File: config.mk
export PLATFORM = sky130hd
export DESIGN_NAME = ppcsb_bank
export DESIGN_NICKNAME = d
export VERILOG_FILES = /design/src/ppcsb_pkg.sv /design/src/ppcsb_bank.sv
export VERILOG_INCLUDE_DIRS = /design/src
export SDC_FILE = /design/constraint.sdc
export NUM_CORES = 1
export LEC_CHECK = 0
export ABC_AREA = 1
export BUFFER_PORTS_ARGS = -buffer_cell sky130_fd_sc_hd__buf_2
export CAP_MARGIN = 30
export CORE_ASPECT_RATIO = 0.8
export CORE_MARGIN = 8
export CORE_UTILIZATION = 43
export CTS_CLUSTER_DIAMETER = 80
export DETAILED_ROUTE_END_ITERATION = 8
export HOLD_SLACK_MARGIN = 0.02
export MAX_ROUTING_LAYER = met4
export PLACE_DENSITY_LB_ADDON = 0.15
export SLEW_MARGIN = 15
export SYNTH_ARGS = -nofsm -noshare
export SYNTH_HDL_FRONTEND = slang
export SYNTH_SLANG_ARGS = --single-unit
File: constraint.sdc
create_clock -name ref_clk -period 1 [get_ports ref_clk]
set_input_delay 0 -clock ref_clk [delete_from_list [all_inputs] [get_ports ref_clk]]
set_output_delay 0 -clock ref_clk [all_outputs]
set_load 0.02 [all_outputs]
File: src/ppcsb_consts.svh
// Address map, field positions and reset values of the port/PHY register bank.
// Assumes it is included by its bare name before the bank's code.
`ifndef PPCSB_CONSTS_SVH
`define PPCSB_CONSTS_SVH

// ---------------------------------------------------------------
// Register offsets
// ---------------------------------------------------------------
`define PPCSB_OFS_PORT1_CTRL 4'h0
`define PPCSB_OFS_CABLE_DIAG 4'h4
`define PPCSB_OFS_PHY_SPECIAL 4'h6

// ---------------------------------------------------------------
// Cable diagnostic register fields
// ---------------------------------------------------------------
`define PPCSB_DIAG_START 15
`define PPCSB_DIAG_RES_HI 14
`define PPCSB_DIAG_RES_LO 13
`define PPCSB_DIAG_NEAR 12
`define PPCSB_DIAG_CNT_HI 8
`define PPCSB_DIAG_CNT_LO 0

// ---------------------------------------------------------------
// PHY special control/status fields
// ---------------------------------------------------------------
`define PPCSB_SPC_POL 5
`define PPCSB_SPC_XOVER 4
`define PPCSB_SPC_FORCE 3
`define PPCSB_SPC_PWR 2
`define PPCSB_SPC_RLB 1

// ---------------------------------------------------------------
// Port one control fields
// ---------------------------------------------------------------
`define PPCSB_P1_STORM 7
`define PPCSB_P1_DSCP 6
`define PPCSB_P1_DOT1P 5
`define PPCSB_P1_PRIO_HI 4
`define PPCSB_P1_PRIO_LO 3
`define PPCSB_P1_TAGINS 2
`define PPCSB_P1_TAGRM 1
`define PPCSB_P1_MULTIQ 0

// ---------------------------------------------------------------
// Reset values
// ---------------------------------------------------------------
`define PPCSB_RST_OFF 1'b0
`define PPCSB_RST_PWR 1'b1
`define PPCSB_RST_PRIO 2'h0
`define PPCSB_RST_CNT 9'h000
`define PPCSB_RST_DATA 16'h0000

`endif

File: src/ppcsb_pkg.sv
// Types shared by the port/PHY register bank and its surroundings.
// Assumes nothing beyond a SystemVerilog compiler.
`default_nettype none

package ppcsb_pkg;

	typedef enum logic [1:0] {
		RES_NORMAL = 2'h0,
		RES_OPEN = 2'h1,
		RES_SHORT = 2'h2,
		RES_FAILED = 2'h3
	} ppcsb_result_e;

	typedef logic [8:0] ppcsb_count_t;
	typedef logic [1:0] ppcsb_queue_t;

	// Finished diagnostic from the second PHY
	typedef struct packed {
		logic done;
		ppcsb_result_e result;
		logic nearShort;
		ppcsb_count_t faultCount;
	} ppcsb_diag_s;

	typedef struct packed {
		logic polarityReversed;
		logic crossoverState;
		logic linkDetected;
	} ppcsb_phy_status_s;

	typedef struct packed {
		logic linkPass;
		logic powerSaveDisable;
		logic remoteLoopback;
	} ppcsb_phy_ctrl_s;

	typedef struct packed {
		logic valid;
		logic dscpHit;
		ppcsb_queue_t dscpPrio;
		logic dot1pHit;
		ppcsb_queue_t dot1pPrio;
	} ppcsb_ingress_s;

	typedef struct packed {
		logic valid;
		ppcsb_queue_t queue;
	} ppcsb_class_s;

	typedef struct packed {
		logic valid;
		logic arrivedTagged;
	} ppcsb_egress_s;

	typedef struct packed {
		logic valid;
		logic addTag;
		logic stripTag;
	} ppcsb_egress_act_s;

endpackage

`default_nettype wire

File: src/ppcsb_bank.sv
// Register bank for the second PHY's cable diagnostic and special control,
// plus port one ingress classification and egress tag handling.
// Assumes a register master on a plain strobe port and a PHY and switch
// fabric on the same clock and reset.
`default_nettype none

`include "ppcsb_consts.svh"

// How it works
// - Writing one to the start bit launches a cable test that the bank clears itself when the PHY reports done, and zero means results are valid.
// - The two-bit outcome reads 00 normal, 01 open, 10 short and 11 test failed.
// - A status bit reads one when the test found a short closer than ten metres.
// - A nine-bit count holds the distance to the fault at about 0.4 metre per count.
// - A status bit reads one while the second PHY sees reversed receive polarity.
// - A status bit reads one for straight MDI and zero for crossed MDIX.
// - The force-link bit makes the second PHY's link pass whatever detection says.
// - The power-saving bit is inverted, one disables saving, and it resets to one.
// - The remote loopback bit turns the PHY's receive pair back onto its transmit pair.
// - An enable bit switches broadcast storm protection for port one ingress.
// - An enable bit lets DiffServ code points classify port one ingress priority.
// - An enable bit lets 802.1p user priority classify port one ingress priority.
// - A two-bit default priority picks queue 0 to 3 when no other class applies.
// - Enabled DiffServ and 802.1p results are ORed and override the default priority.
// - Tag insertion adds a tag with the port VID only to egress packets that came in untagged.
// - Tag removal strips the tag only from egress packets that came in tagged.
module ppcsb_bank #(
	parameter int ADDR_W = 4
) (
	// Clock and reset
	input wire logic ref_clk,
	input wire logic reset_n,
	// Register port
	input wire logic [ADDR_W-1:0] regAddr,
	input wire logic [15:0] regWdata,
	input wire logic regWrite,
	input wire logic regRead,
	output logic [15:0] regRdata,
	// Second PHY diagnostic
	output logic cableTestStart,
	input wire ppcsb_pkg::ppcsb_diag_s diagIn,
	// Second PHY status and control
	input wire ppcsb_pkg::ppcsb_phy_status_s phyStatus,
	output ppcsb_pkg::ppcsb_phy_ctrl_s phyCtrl,
	// Port one fabric settings
	output logic stormProtectEn,
	output logic multiQueueEn,
	input wire ppcsb_pkg::ppcsb_ingress_s ingressIn,
	output ppcsb_pkg::ppcsb_class_s classOut,
	input wire ppcsb_pkg::ppcsb_egress_s egressIn,
	output ppcsb_pkg::ppcsb_egress_act_s egressOut
);
	import ppcsb_pkg::*;

	// ---------------------------------------------------------------
	// Elaboration check
	// ---------------------------------------------------------------
	if (ADDR_W < 3) begin : g_bad_addr
		$error("ADDR_W too narrow for the register offsets");
	end

	// ---------------------------------------------------------------
	// Address decode
	// ---------------------------------------------------------------
	wire logic selPort1 = (regAddr == ADDR_W'(`PPCSB_OFS_PORT1_CTRL));
	wire logic selDiag = (regAddr == ADDR_W'(`PPCSB_OFS_CABLE_DIAG));
	wire logic selSpecial = (regAddr == ADDR_W'(`PPCSB_OFS_PHY_SPECIAL));
	wire logic wrPort1 = regWrite && selPort1;
	wire logic wrDiag = regWrite && selDiag;
	wire logic wrSpecial = regWrite && selSpecial;

	// ---------------------------------------------------------------
	// Cable diagnostic sequencer
	// ---------------------------------------------------------------
	typedef enum logic [1:0] {
		DIAG_IDLE = 2'b01,
		DIAG_RUN = 2'b10
	} ppcsb_diag_state_e;

	ppcsb_diag_state_e diagState_reg, diagState_next;
	ppcsb_result_e result_reg;
	logic nearShort_reg;
	ppcsb_count_t faultCount_reg;
	logic cableTestStart_reg;

	// Start only from idle; a second write mid-test would confuse the PHY
	wire logic startReq = wrDiag && regWdata[`PPCSB_DIAG_START] &&
		(diagState_reg == DIAG_IDLE);
	wire logic testDone = diagIn.done && (diagState_reg == DIAG_RUN);

	always_comb begin
		diagState_next = diagState_reg;
		unique case (diagState_reg)
			DIAG_IDLE: begin
				if (startReq) begin
					diagState_next = DIAG_RUN;
				end
			end
			DIAG_RUN: begin
				if (diagIn.done) begin
					diagState_next = DIAG_IDLE;
				end
			end
			default: begin
				diagState_next = DIAG_IDLE;
			end
		endcase
	end

	always_ff @(posedge ref_clk or negedge reset_n) begin
		if (!reset_n) begin
			diagState_reg <= DIAG_IDLE;
			cableTestStart_reg <= `PPCSB_RST_OFF;
		end else begin
			diagState_reg <= diagState_next;
			cableTestStart_reg <= startReq;
		end
	end

	// Results held until the next finished test
	always_ff @(posedge ref_clk or negedge reset_n) begin
		if (!reset_n) begin
			result_reg <= RES_NORMAL;
			nearShort_reg <= `PPCSB_RST_OFF;
			faultCount_reg <= `PPCSB_RST_CNT;
		end else if (testDone) begin
			result_reg <= diagIn.result;
			nearShort_reg <= diagIn.nearShort;
			faultCount_reg <= diagIn.faultCount;
		end
	end

	// ---------------------------------------------------------------
	// PHY special control
	// ---------------------------------------------------------------
	logic forceLink_reg;
	logic pwrSaveOff_reg;
	logic remoteLoop_reg;
	ppcsb_phy_ctrl_s phyCtrl_reg;

	always_ff @(posedge ref_clk or negedge reset_n) begin
		if (!reset_n) begin
			forceLink_reg <= `PPCSB_RST_OFF;
			pwrSaveOff_reg <= `PPCSB_RST_PWR;
			remoteLoop_reg <= `PPCSB_RST_OFF;
		end else if (wrSpecial) begin
			forceLink_reg <= regWdata[`PPCSB_SPC_FORCE];
			pwrSaveOff_reg <= regWdata[`PPCSB_SPC_PWR];
			remoteLoop_reg <= regWdata[`PPCSB_SPC_RLB];
		end
	end

	// Outputs lag the control bits by one cycle to stay registered
	always_ff @(posedge ref_clk or negedge reset_n) begin
		if (!reset_n) begin
			phyCtrl_reg.linkPass <= `PPCSB_RST_OFF;
			phyCtrl_reg.powerSaveDisable <= `PPCSB_RST_PWR;
			phyCtrl_reg.remoteLoopback <= `PPCSB_RST_OFF;
		end else begin
			phyCtrl_reg.linkPass <= forceLink_reg ||
				phyStatus.linkDetected;
			phyCtrl_reg.powerSaveDisable <= pwrSaveOff_reg;
			phyCtrl_reg.remoteLoopback <= remoteLoop_reg;
		end
	end

	// ---------------------------------------------------------------
	// Port one control
	// ---------------------------------------------------------------
	logic storm_reg;
	logic dscpEn_reg;
	logic dot1pEn_reg;
	ppcsb_queue_t portPrio_reg;
	logic tagIns_reg;
	logic tagRm_reg;
	logic multiQ_reg;
	logic stormOut_reg;
	logic multiQOut_reg;

	always_ff @(posedge ref_clk or negedge reset_n) begin
		if (!reset_n) begin
			storm_reg <= `PPCSB_RST_OFF;
			dscpEn_reg <= `PPCSB_RST_OFF;
			dot1pEn_reg <= `PPCSB_RST_OFF;
			portPrio_reg <= `PPCSB_RST_PRIO;
			tagIns_reg <= `PPCSB_RST_OFF;
			tagRm_reg <= `PPCSB_RST_OFF;
			multiQ_reg <= `PPCSB_RST_OFF;
		end else if (wrPort1) begin
			storm_reg <= regWdata[`PPCSB_P1_STORM];
			dscpEn_reg <= regWdata[`PPCSB_P1_DSCP];
			dot1pEn_reg <= regWdata[`PPCSB_P1_DOT1P];
			portPrio_reg <=
				regWdata[`PPCSB_P1_PRIO_HI:`PPCSB_P1_PRIO_LO];
			tagIns_reg <= regWdata[`PPCSB_P1_TAGINS];
			tagRm_reg <= regWdata[`PPCSB_P1_TAGRM];
			multiQ_reg <= regWdata[`PPCSB_P1_MULTIQ];
		end
	end

	always_ff @(posedge ref_clk or negedge reset_n) begin
		if (!reset_n) begin
			stormOut_reg <= `PPCSB_RST_OFF;
			multiQOut_reg <= `PPCSB_RST_OFF;
		end else begin
			stormOut_reg <= storm_reg;
			multiQOut_reg <= multiQ_reg;
		end
	end

	// ---------------------------------------------------------------
	// Ingress priority classification
	// ---------------------------------------------------------------
	wire logic dscpUse = dscpEn_reg && ingressIn.dscpHit;
	wire logic dot1pUse = dot1pEn_reg && ingressIn.dot1pHit;
	wire ppcsb_queue_t dscpPart = dscpUse ? ingressIn.dscpPrio : '0;
	wire ppcsb_queue_t dot1pPart = dot1pUse ? ingressIn.dot1pPrio : '0;
	// A classified packet ignores the port default entirely
	wire ppcsb_queue_t queueSel = (dscpUse || dot1pUse) ?
		(dscpPart | dot1pPart) : portPrio_reg;
	ppcsb_class_s class_reg;

	always_ff @(posedge ref_clk or negedge reset_n) begin
		if (!reset_n) begin
			class_reg <= '0;
		end else begin
			class_reg.valid <= ingressIn.valid;
			class_reg.queue <= queueSel;
		end
	end

	// ---------------------------------------------------------------
	// Egress tag handling
	// ---------------------------------------------------------------
	ppcsb_egress_act_s egress_reg;

	always_ff @(posedge ref_clk or negedge reset_n) begin
		if (!reset_n) begin
			egress_reg <= '0;
		end else begin
			egress_reg.valid <= egressIn.valid;
			egress_reg.addTag <= egressIn.valid && tagIns_reg &&
				!egressIn.arrivedTagged;
			egress_reg.stripTag <= egressIn.valid && tagRm_reg &&
				egressIn.arrivedTagged;
		end
	end

	// ---------------------------------------------------------------
	// Read images and read data
	// ---------------------------------------------------------------
	logic [15:0] diagImage;
	logic [15:0] specialImage;
	logic [15:0] port1Image;
	logic [15:0] regRdata_reg;

	// Unlisted bits stay at the zero fill
	always_comb begin
		diagImage = `PPCSB_RST_DATA;
		diagImage[`PPCSB_DIAG_START] = (diagState_reg == DIAG_RUN);
		diagImage[`PPCSB_DIAG_RES_HI:`PPCSB_DIAG_RES_LO] = result_reg;
		diagImage[`PPCSB_DIAG_NEAR] = nearShort_reg;
		diagImage[`PPCSB_DIAG_CNT_HI:`PPCSB_DIAG_CNT_LO] = faultCount_reg;
	end

	always_comb begin
		specialImage = `PPCSB_RST_DATA;
		specialImage[`PPCSB_SPC_POL] = phyStatus.polarityReversed;
		specialImage[`PPCSB_SPC_XOVER] = phyStatus.crossoverState;
		specialImage[`PPCSB_SPC_FORCE] = forceLink_reg;
		specialImage[`PPCSB_SPC_PWR] = pwrSaveOff_reg;
		specialImage[`PPCSB_SPC_RLB] = remoteLoop_reg;
	end

	always_comb begin
		port1Image = `PPCSB_RST_DATA;
		port1Image[`PPCSB_P1_STORM] = storm_reg;
		port1Image[`PPCSB_P1_DSCP] = dscpEn_reg;
		port1Image[`PPCSB_P1_DOT1P] = dot1pEn_reg;
		port1Image[`PPCSB_P1_PRIO_HI:`PPCSB_P1_PRIO_LO] = portPrio_reg;
		port1Image[`PPCSB_P1_TAGINS] = tagIns_reg;
		port1Image[`PPCSB_P1_TAGRM] = tagRm_reg;
		port1Image[`PPCSB_P1_MULTIQ] = multiQ_reg;
	end

	// Unmapped offsets read as zero
	wire logic [15:0] readSel = selDiag ? diagImage :
		selSpecial ? specialImage :
		selPort1 ? port1Image : `PPCSB_RST_DATA;

	// Data stands for the one cycle after the strobe only
	always_ff @(posedge ref_clk or negedge reset_n) begin
		if (!reset_n) begin
			regRdata_reg <= `PPCSB_RST_DATA;
		end else begin
			regRdata_reg <= regRead ? readSel : `PPCSB_RST_DATA;
		end
	end

	// ---------------------------------------------------------------
	// Outputs
	// ---------------------------------------------------------------
	assign regRdata = regRdata_reg;
	assign cableTestStart = cableTestStart_reg;
	assign phyCtrl = phyCtrl_reg;
	assign stormProtectEn = stormOut_reg;
	assign multiQueueEn = multiQOut_reg;
	assign classOut = class_reg;
	assign egressOut = egress_reg;
endmodule // ppcsb_bank

`default_nettype wire

==> qor.yml, run 1 <==
r2r-end: "result_reg[0]$_DFFE_PN0P_"
cp_max_fo: 12
status: "finished with violations"
drt_iter0_markers: 85
combPwrFrac_pct: 16.9
min_to: "regRdata[5]$_DFF_PN0_"
layout_setup_ws_ps: -34.71
largest_reg_flops: 13
p_leak_nw: 1.557
hold_start: "phyStatus[2]"
nets: 365
drc: 0
grt_max_degree: 51
cts_inserted_buffers: 5
h-tree-depth: 2
dp_worst_setup_slack_ps: -45.26
cp_slowest_cell: "dfstp_2"
fin_worst_skew_ps: 9.621
synthTopCellsByCount: "dfrtp_1, nand2_1, inv_1"
drt_wl_total_um: 5086
hold_class: "input pin to flop"
gp_congestion: 0.8230
synth.most_common_cell: "dfrtp_1"
p_clk_share_pct: 28.2
rsz0062_at_grt: "yes"
area_growth_pct: 45.93
vdd.ir_drop.worst_v: 0.0008941
post-route-min-period_ps: 1035
ys.flop_type: "dfrtp_1"
core_mm2: 0.004569
vias: 1750
hold_viol_final: 0
synth_area_leaders: "dfrtp_1, nand2_1, nand3_1, o21ai_0, dfstp_2"
avgSynthCellArea_um2: 9.792
ys.warnings.count: 0
setup_viol: 10
fmax_ghz: 0.9665
drv_slew: 0
cts-root-buf: "clkbuf_8"
p_per_area_mw_per_mm2: 1434
p_sw_w: 0.001136
synth_edf_count: 0
final_core_utilization_pct: 64.73
path_cells: "inv_2 > nand3_4 > buf_12 > nor2_1 > a21oi_1"
synthCells: 207
yosysTopAreaCellShare_pct: 58.02
clock_path_buffers: 2
die_h_um: 77.41
die_x_um: 92.76
diodes: 0
vias_per_cell: 4.642
netSwitchingFraction_pct: 26.79
p_seq_share_pct: 54.9
violations: "negative setup slack"
required_ps: 1220
yosysSeqAreaShare_pct: 61.91
fin_area_mm2: 0.002958
r2r_start: "diagState_reg[0]$_DFFE_PN1P_"
rr_worst_depth: 5
hpwl_um: 3413
antenna_found_initial: 0
ys_ff_latch: 50
clock-sinks: 50
p_int_w: 0.003106
post_drt_wl_per_cell_um: 13.49
rows: 22
post_cts_buffers: 0
drtAntennaViolNets: 0
fillers: 404
startpoint_type: "flop"
async_flop_share_pct: 100.0
dpl_cell_area_mm2: 0.002467
yosys.area.top_type: "dfrtp_1"
overflow: 0
drive_gt1_share_pct: 30.60
hold_depth: 3
initial_core_util_pct: 44.36
critPathArrivalTime_ps: 1260
regToRegSetupSlack_ps: -30
io_buffers: 66
grt.total_usage_pct: 14.98
grt_pass1_wl_um: 8438
grt_pass1_vias: 1843
crit_type: "flop to flop"
first_pass_iters: 4
clkLatencyLatePin_ps: 300
end_kind: "flop"
io-pin-count: 77
cts_tree: "yes"
fin_crit_sh_pct: 103.5
die_area_mm2: 0.007181
slowest_delay_ps: 530
synth_area_mm2: 0.002027
clkTransAtPathRegs_ps: 90
cap_violations: 0
synth_cell_types: 23
==> power by group through the flow <==
| stage | registers [W] | logic (W) | clock network [W] |
|---|---|---|---|
| floorplan | 0.00244 | 0.000230 | 0 |
| global placement | 0.00236 | 0.000603 | 0 |
| detailed placement | 0.00236 | 0.000611 | 0 |
| CTS | 0.00233 | 0.000716 | 0.00123 |
| global route | 0.00236 | 0.000800 | 0.00130 |
| finish | 0.00233 | 0.000717 | 0.00119 |
==> worst max-delay path by stage <==
| stage | start | endpoint | slack, ps | cells past startpoint |
|---|---|---|---|---|
| global route | diagState_reg[0]$_DFFE_PN1P_ | faultCount_reg[1]$_DFFE_PN0P_ | -100 | 5 |
| floorplan | diagState_reg[0]$_DFFE_PN1P_ | faultCount_reg[4]$_DFFE_PN0P_ | 20 | 4 |
| finish | diagState_reg[0]$_DFFE_PN1P_ | result_reg[0]$_DFFE_PN0P_ | -30 | 5 |
| detailed placement | diagState_reg[0]$_DFFE_PN1P_ | faultCount_reg[8]$_DFFE_PN0P_ | -50 | 5 |
| CTS | diagState_reg[0]$_DFFE_PN1P_ | result_reg[0]$_DFFE_PN0P_ | -50 | 5 |
| global placement | diagState_reg[0]$_DFFE_PN1P_ | diagState_reg[1]$_DFFE_PN0P_ | -20 | 6 |
==> through the flow <==
step	hold WS (ps)	setup TNS, ps	cells	power [W]
6_report	63.35	-142.0	377	0.004242
5_1_grt	83.09	-887.6	377	0.004459
4_1_cts	44.29	-204.4	376	0.004277
3_5_place_dp	7.161	-237.9	333	0.002971
3_3_place_gp	6.210	-18.05	333	0.002966
2_1_floorplan	-295.6	0	209	0.002674
==> critical path: cells and delay by family, from the launching register on <==
kind	cells	cell delay, ps
AND/OR/NAND/NOR	2	120
buffers and inverters	2	190
flip-flops	1	530
AO/OA/AOI/OAI	1	110
==> cells in the final DEF (no fill, tap or decap), types with 6 or more instances in the layout <==
| cell type | count |
|---|---|
| a21oi_1 | 9 |
| clkbuf_8 | 6 |
| buf_2 | 65 |
| nor2_1 | 11 |
| dlygate4sd3_1 | 35 |
| nand3_1 | 16 |
| dfrtp_1 | 47 |
| inv_1 | 19 |
| o21ai_0 | 14 |
| nand2_1 | 46 |
==> repair_timing <==
action                                 in CTS  in global routing
gates resized for setup                     2                  7
hold buffers                               35                  0
cloned                                      0                  1
endpoints found under the hold margin      89                  0
setup endpoints to repair                  14                 16
==> logic make-up (layout without fill, tap and decap cells) <==
family | after synthesis | count (layout) | synth area share [%]
AO/OA/AOI/OAI | 33 | 33 | 8.765
buffers and inverters | 30 | 138 | 7.222
flip-flops | 50 | 50 | 61.91
other | 1 | 3 | 0.1850
AND/OR/NAND/NOR | 93 | 93 | 21.91
==> layer usage <==
metal	up-vias	routed length [um]	part of all wire, %	track usage [%]
met3	8	345	6.8	4.135
li1	880	-	-	-
met1	813	2341	46	19.00
met5	-	0	0	-
met4	0	70	1.4	5.778
met2	49	2329	46	22.24
==> layout make-up <==
cell class | count | area [um2] | share of cell area (%)
repair buffers | 109 | 798.3 | 26.99
multi-input cells | 129 | 660.6 | 22.34
flip-flops and latches | 50 | 1255 | 42.43
inverters | 21 | 78.83 | 2.665
clock buffers | 8 | 90.09 | 3.046
well taps | 60 | 75.07 | 2.538
(Power assumes the default switching activity.)
==> inputs of run 2 (changes only) <==
--- a/config.mk
+++ b/config.mk
@@ -6,7 +6,7 @@
 export SDC_FILE = /design/constraint.sdc
 export NUM_CORES = 1
 export LEC_CHECK = 0
-export ABC_AREA = 1
+export ABC_AREA = 0
 export BUFFER_PORTS_ARGS = -buffer_cell sky130_fd_sc_hd__buf_2
 export CAP_MARGIN = 30
 export CORE_ASPECT_RATIO = 0.8
==> run 2 against run 1 <==
Compared with the run above:
- the run still ends with negative setup slack left
- final cell count down 17%
- setup slack worse by 300 ps
- total power up 0.16%
- clock-buffer cell count down 3
- cell area down 2.3%
- clock skew up 2.0 ps
- synthesized cell count down 33%
- wire length up 0.45%
- register-to-register slack worse by 300 ps
- critical path type unchanged
==> qor.yml, run 2 <==
cp_max_fo: 5
synth_area_leaders: "dfrtp_1, mux2_2, dfstp_2, nand3_1, mux2_1"
synth_cell_types: 28
vias: 1507
cts_inserted_buffers: 5
post-route-min-period_ps: 1331
startpoint_type: "flop"
violations: "negative setup slack"
die_area_mm2: 0.006827
rows: 21
overflow: 0
drive_gt1_share_pct: 47.45
dp.cells: 270
first_pass_iters: 4
yosysSeqAreaShare_pct: 65.90
final_core_utilization_pct: 68.29
synthTopCellsByCount: "dfrtp_1, mux2_2, nand2_1"
fin_cells: 312
fin_worst_skew_ps: 11.63
drt_wl_total_um: 5109
diodes: 0
fmax_ghz: 0.7511
nets: 303
synth.most_common_cell: "dfrtp_1"
post_cts_buffers: 0
hpwl_um: 3516
required_ps: 1180
rsz0062_at_grt: "yes"
yosys.area.top_type: "dfrtp_1"
startpoint: "diagState_reg[0]$_DFFE_PN1P_"
grt.total_usage_pct: 16.22
h-tree-depth: 2
clock_path_buffers: 2
cap_violations: 0
final_cell_mix: "buf_2, dfrtp_1, dlygate4sd3_1"
synthCells: 138
io-pin-count: 77
post_drt_wl_per_cell_um: 16.38
dp_worst_setup_slack_ps: -360.8
regToRegSetupSlack_ps: -330
layout_setup_ws_ps: -331.4
end_kind: "flop"
antenna_found_initial: 0
grt_pass1_wl_um: 8390
status: "finished with violations"
hold_viol_final: 0
gp_congestion: 0.8607
fillers: 330
p_leak_nw: 1.509
vias_per_cell: 4.830
final_common_cell: "buf_2"
critPathArrivalTime_ps: 1510
drtAntennaViolNets: 0
die_x_um: 90.41
power_w: 0.004249
grt_max_degree: 51
drc: 0
ys_ff_latch: 50
crit_type: "flop to flop"
largest_reg_flops: 13
fin_crit_sh_pct: 133.1
io_buffers: 66
r2r_start: "diagState_reg[0]$_DFFE_PN1P_"
drv_slew: 0
ys.warnings.count: 0
initial_core_util_pct: 45.02
synth_edf_count: 0
rr_worst_depth: 3
avgSynthCellArea_um2: 13.80
finalSetupTns_ps: -4248
clock-sinks: 50
cts-root-buf: "clkbuf_8"
setup_viol: 15
ys.flop_type: "dfrtp_1"
crit_path_end: "faultCount_reg[7]$_DFFE_PN0P_"
clkTransAtPathRegs_ps: 90
synth_area_mm2: 0.001904
drt_iter0_markers: 87
core_mm2: 0.004230
hold_class: "input pin to flop"
die_h_um: 75.52
async_flop_share_pct: 100.0
r2r-end: "faultCount_reg[7]$_DFFE_PN0P_"
clkLatencyLatePin_ps: 300
grt_pass1_vias: 1693
area_growth_pct: 51.71
vdd.ir_drop.worst_v: 0.0009527
yosysTopAreaCellShare_pct: 61.76
cts_tree: "yes"
p_per_area_mw_per_mm2: 1471
run 2: logic make-up after synthesis:
kind of cell | Yosys count | synth area share, %
buffers and inverters | 10 | 3.416
AO/OA/AOI/OAI | 12 | 4.270
AND/OR/NAND/NOR | 39 | 11.04
flip-flops | 50 | 65.90
multiplexers | 26 | 15.18
other | 1 | 0.1969
run 2: report_power, final:
group	internal [W]	switching, W
sequential	0.00224	0.000127
clock	0.000492	0.000656
combinational	0.000379	0.000359
run 2: worst min path at each step:
stage,end,cells past startpoint,startpoint
floorplan,cableTestStart$_DFF_PN0_,0,reset_n
global placement,regRdata[14]$_DFF_PN0_,2,reset_n
detailed placement,regRdata[13]$_DFF_PN0_,2,reset_n
CTS,cableTestStart$_DFF_PN0_,4,regWdata[15]
global route,regRdata[2]$_DFF_PN0_,3,regAddr[1]
finish,regRdata[6]$_DFF_PN0_,3,regRead
run 2: layout make-up:
class,instances,area [um2],area share [%]
flip-flops and latches,50,1255,43.44
repair buffers,115,814.5,28.19
multi-input cells,80,650.6,22.52
well taps,57,71.32,2.469
clock buffers,5,68.82,2.382
clock inverters,3,21.27,0.7362
inverters,2,7.507,0.2599
run 2: stage by stage:
step / instance area, um2 / hold slack, ps
after CTS: 2883 / 52.27
after floorplan: 1972 / -295.6
after detailed placement: 2440 / 7.214
final: 2889 / 60.07
after global routing: 2889 / 62.94
after global placement: 2440 / 2.132
run 2: critical path, cell delays in order (launching register included):
cell      delay [ps]
dfstp_2          540
nand3b_1         200
buf_6            180
mux2_4           300
run 2: layer usage:
layer	track usage (%)	up-vias	share of wire, %
li1	-	709	-
met1	18.23	737	43
met2	27.77	55	51
met3	5.610	6	5.3
met4	3.860	0	1.0
met5	-	-	0
run 2: repair_timing:
item / in CTS / in global routing
resized for setup: 4 / 2
endpoints found under the hold margin: 84 / 0
hold buffers: 34 / 0
setup endpoints to repair: 21 / 16
==> inputs of run 3 (changes only) <==
--- a/config.mk
+++ b/config.mk
@@ -10,13 +10,12 @@
 export BUFFER_PORTS_ARGS = -buffer_cell sky130_fd_sc_hd__buf_2
 export CAP_MARGIN = 30
 export CORE_ASPECT_RATIO = 0.8
-export CORE_MARGIN = 8
 export CORE_UTILIZATION = 43
 export CTS_CLUSTER_DIAMETER = 80
 export DETAILED_ROUTE_END_ITERATION = 8
 export HOLD_SLACK_MARGIN = 0.02
 export MAX_ROUTING_LAYER = met4
-export PLACE_DENSITY_LB_ADDON = 0.15
+export PLACE_DENSITY_LB_ADDON = 0.2
 export SLEW_MARGIN = 15
 export SYNTH_ARGS = -nofsm -noshare
 export SYNTH_HDL_FRONTEND = slang
==> run 3 against run 2 <==
Compared with the run above:
- clock skew fell by 2.4 ps
- critical path type unchanged
- the flow still finishes with violations (negative setup slack)
- setup slack got worse by 9.8 ps
- clock-buffer cell count rose by 2
==> qor.yml, run 3 (synthesis results as in run 2) <==
largest_reg_flops: 13
final_core_utilization_pct: 68.42
clkTransAtPathRegs_ps: 90
cp_slowest_cell: "dfstp_2"
required_ps: 1190
power_w: 0.004282
antenna_found_initial: 0
vdd.ir_drop.worst_v: 0.001008
grt_pass1_vias: 1520
hpwl_um: 2898
hold_depth: 3
rsz0062_at_grt: "yes"
area_growth_pct: 51.05
post-route-min-period_ps: 1341
drc: 0
hold_class: "input pin to flop"
vias_per_cell: 4.738
fin_crit_sh_pct: 134.1
clock_path_buffers: 2
critPathBufInv: 1
layout_setup_ws_ps: -341.2
startpoint_type: "flop"
clkLatencyLatePin_ps: 310
post_drt_wl_per_cell_um: 14.17
io_buffers: 66
die_area_mm2: 0.004700
hold_viol_final: 0
rows: 21
grt.total_usage_pct: 21.88
core_mm2: 0.004204
h-tree-depth: 2
drt_iter0_markers: 100
io-pin-count: 77
drtAntennaViolNets: 0
first_pass_iters: 4
status: "finished with violations"
grt_max_degree: 51
cts_inserted_buffers: 5
diodes: 0
gp_congestion: 0.7364
final_cell_mix: "buf_2, dfrtp_1, dlygate4sd3_1"
post_cts_buffers: 0
crit_type: "flop to flop"
cts_tree: "yes"
die_h_um: 61.52
fmax_ghz: 0.7456
clock-sinks: 50
setup_viol: 15
register_area_mm2: 0.001255
drive_gt1_share_pct: 46.88
cp.depth: 3
grt_pass1_wl_um: 7279
path_cells: "nand3b_1 > buf_4 > mux2_4"
initial_core_util_pct: 45.30
drt_wl_total_um: 4436
p_per_area_mw_per_mm2: 1489
fin_worst_skew_ps: 9.218
cp_top_family: "flip-flops"
rr_worst_depth: 3
multi_input_area_um2: 641.9
fillers: 336
vias: 1483
overflow: 0
die_x_um: 76.41
dp_worst_setup_slack_ps: -358.3
cts-root-buf: "clkbuf_8"
p_leak_nw: 1.507
end_kind: "flop"
cp_max_fo: 4
critPathArrivalTime_ps: 1530
nets: 304
violations: "negative setup slack"
final_common_cell: "buf_2"
slowest_delay_ps: 550
cap_violations: 0
drv_slew: 0
## run 3: worst register-to-register path, stage by stage, from the launching register on
cell,delay (ps)
dfstp_2,550
nand3b_1,180
buf_4,190
mux2_4,300
## run 3: timing repair
action / 4_1_cts / 5_1_grt
hold buffers: 34 / 0
gates resized for setup: 2 / 2
setup endpoints to repair: 15 / 16
hold endpoints to repair: 84 / 0
## run 3: worst paths after layout
check | from | to | slack, ps
max | diagState_reg[0]$_DFFE_PN1P_ | result_reg[1]$_DFFE_PN0P_ | -340
min | regRead | regRdata[6]$_DFF_PN0_ | 50
max reg2reg | diagState_reg[0]$_DFFE_PN1P_ | result_reg[1]$_DFFE_PN0P_ | -340
min reg2reg | pwrSaveOff_reg$_DFFE_PN1P_ | phyCtrl[1]$_DFF_PN1_ | 380
max in group asynchronous | reset_n | phyCtrl[1]$_DFF_PN1_ | 520
min in group asynchronous | reset_n | classOut[2]$_DFF_PN0_ | 200
## run 3: final cells by class
| cell class | instances | area share (%) |
|---|---|---|
| clock inverter | 1 | 0.1740 |
| timing repair buffer | 116 | 28.14 |
| sequential | 50 | 43.63 |
| inverter | 2 | 0.2610 |
| clock buffer | 7 | 3.001 |
| multi-input combinational | 80 | 22.31 |
| tap | 57 | 2.479 |
## run 3: layer usage
layer / vias to the layer above / GRT usage [%] / wire length [um]
met4: 0 / 10.71 / 102
met1: 717 / 25.17 / 1928
met2: 49 / 36.94 / 2173
li1: 707 / - / -
met5: - / - / 0
met3: 10 / 5.481 / 232
## run 3: metrics by stage
stage	area [um2]	setup TNS, ps	std cells	hold slack, ps
finish	2877	-4365	313	48.37
CTS	2870	-4327	313	37.07
detailed placement	2435	-7577	271	3.478
floorplan	1972	-4632	140	-295.6
global route	2877	-4980	313	59.36
global placement	2435	-6834	271	3.046
## run 3: power breakdown
| part | switching (W) | internal, W | total (W) |
|---|---|---|---|
| Sequential | 0.000120 | 0.00224 | 0.00236 |
| Clock | 0.000641 | 0.000559 | 0.00120 |
| Combinational | 0.000347 | 0.000379 | 0.000726 |
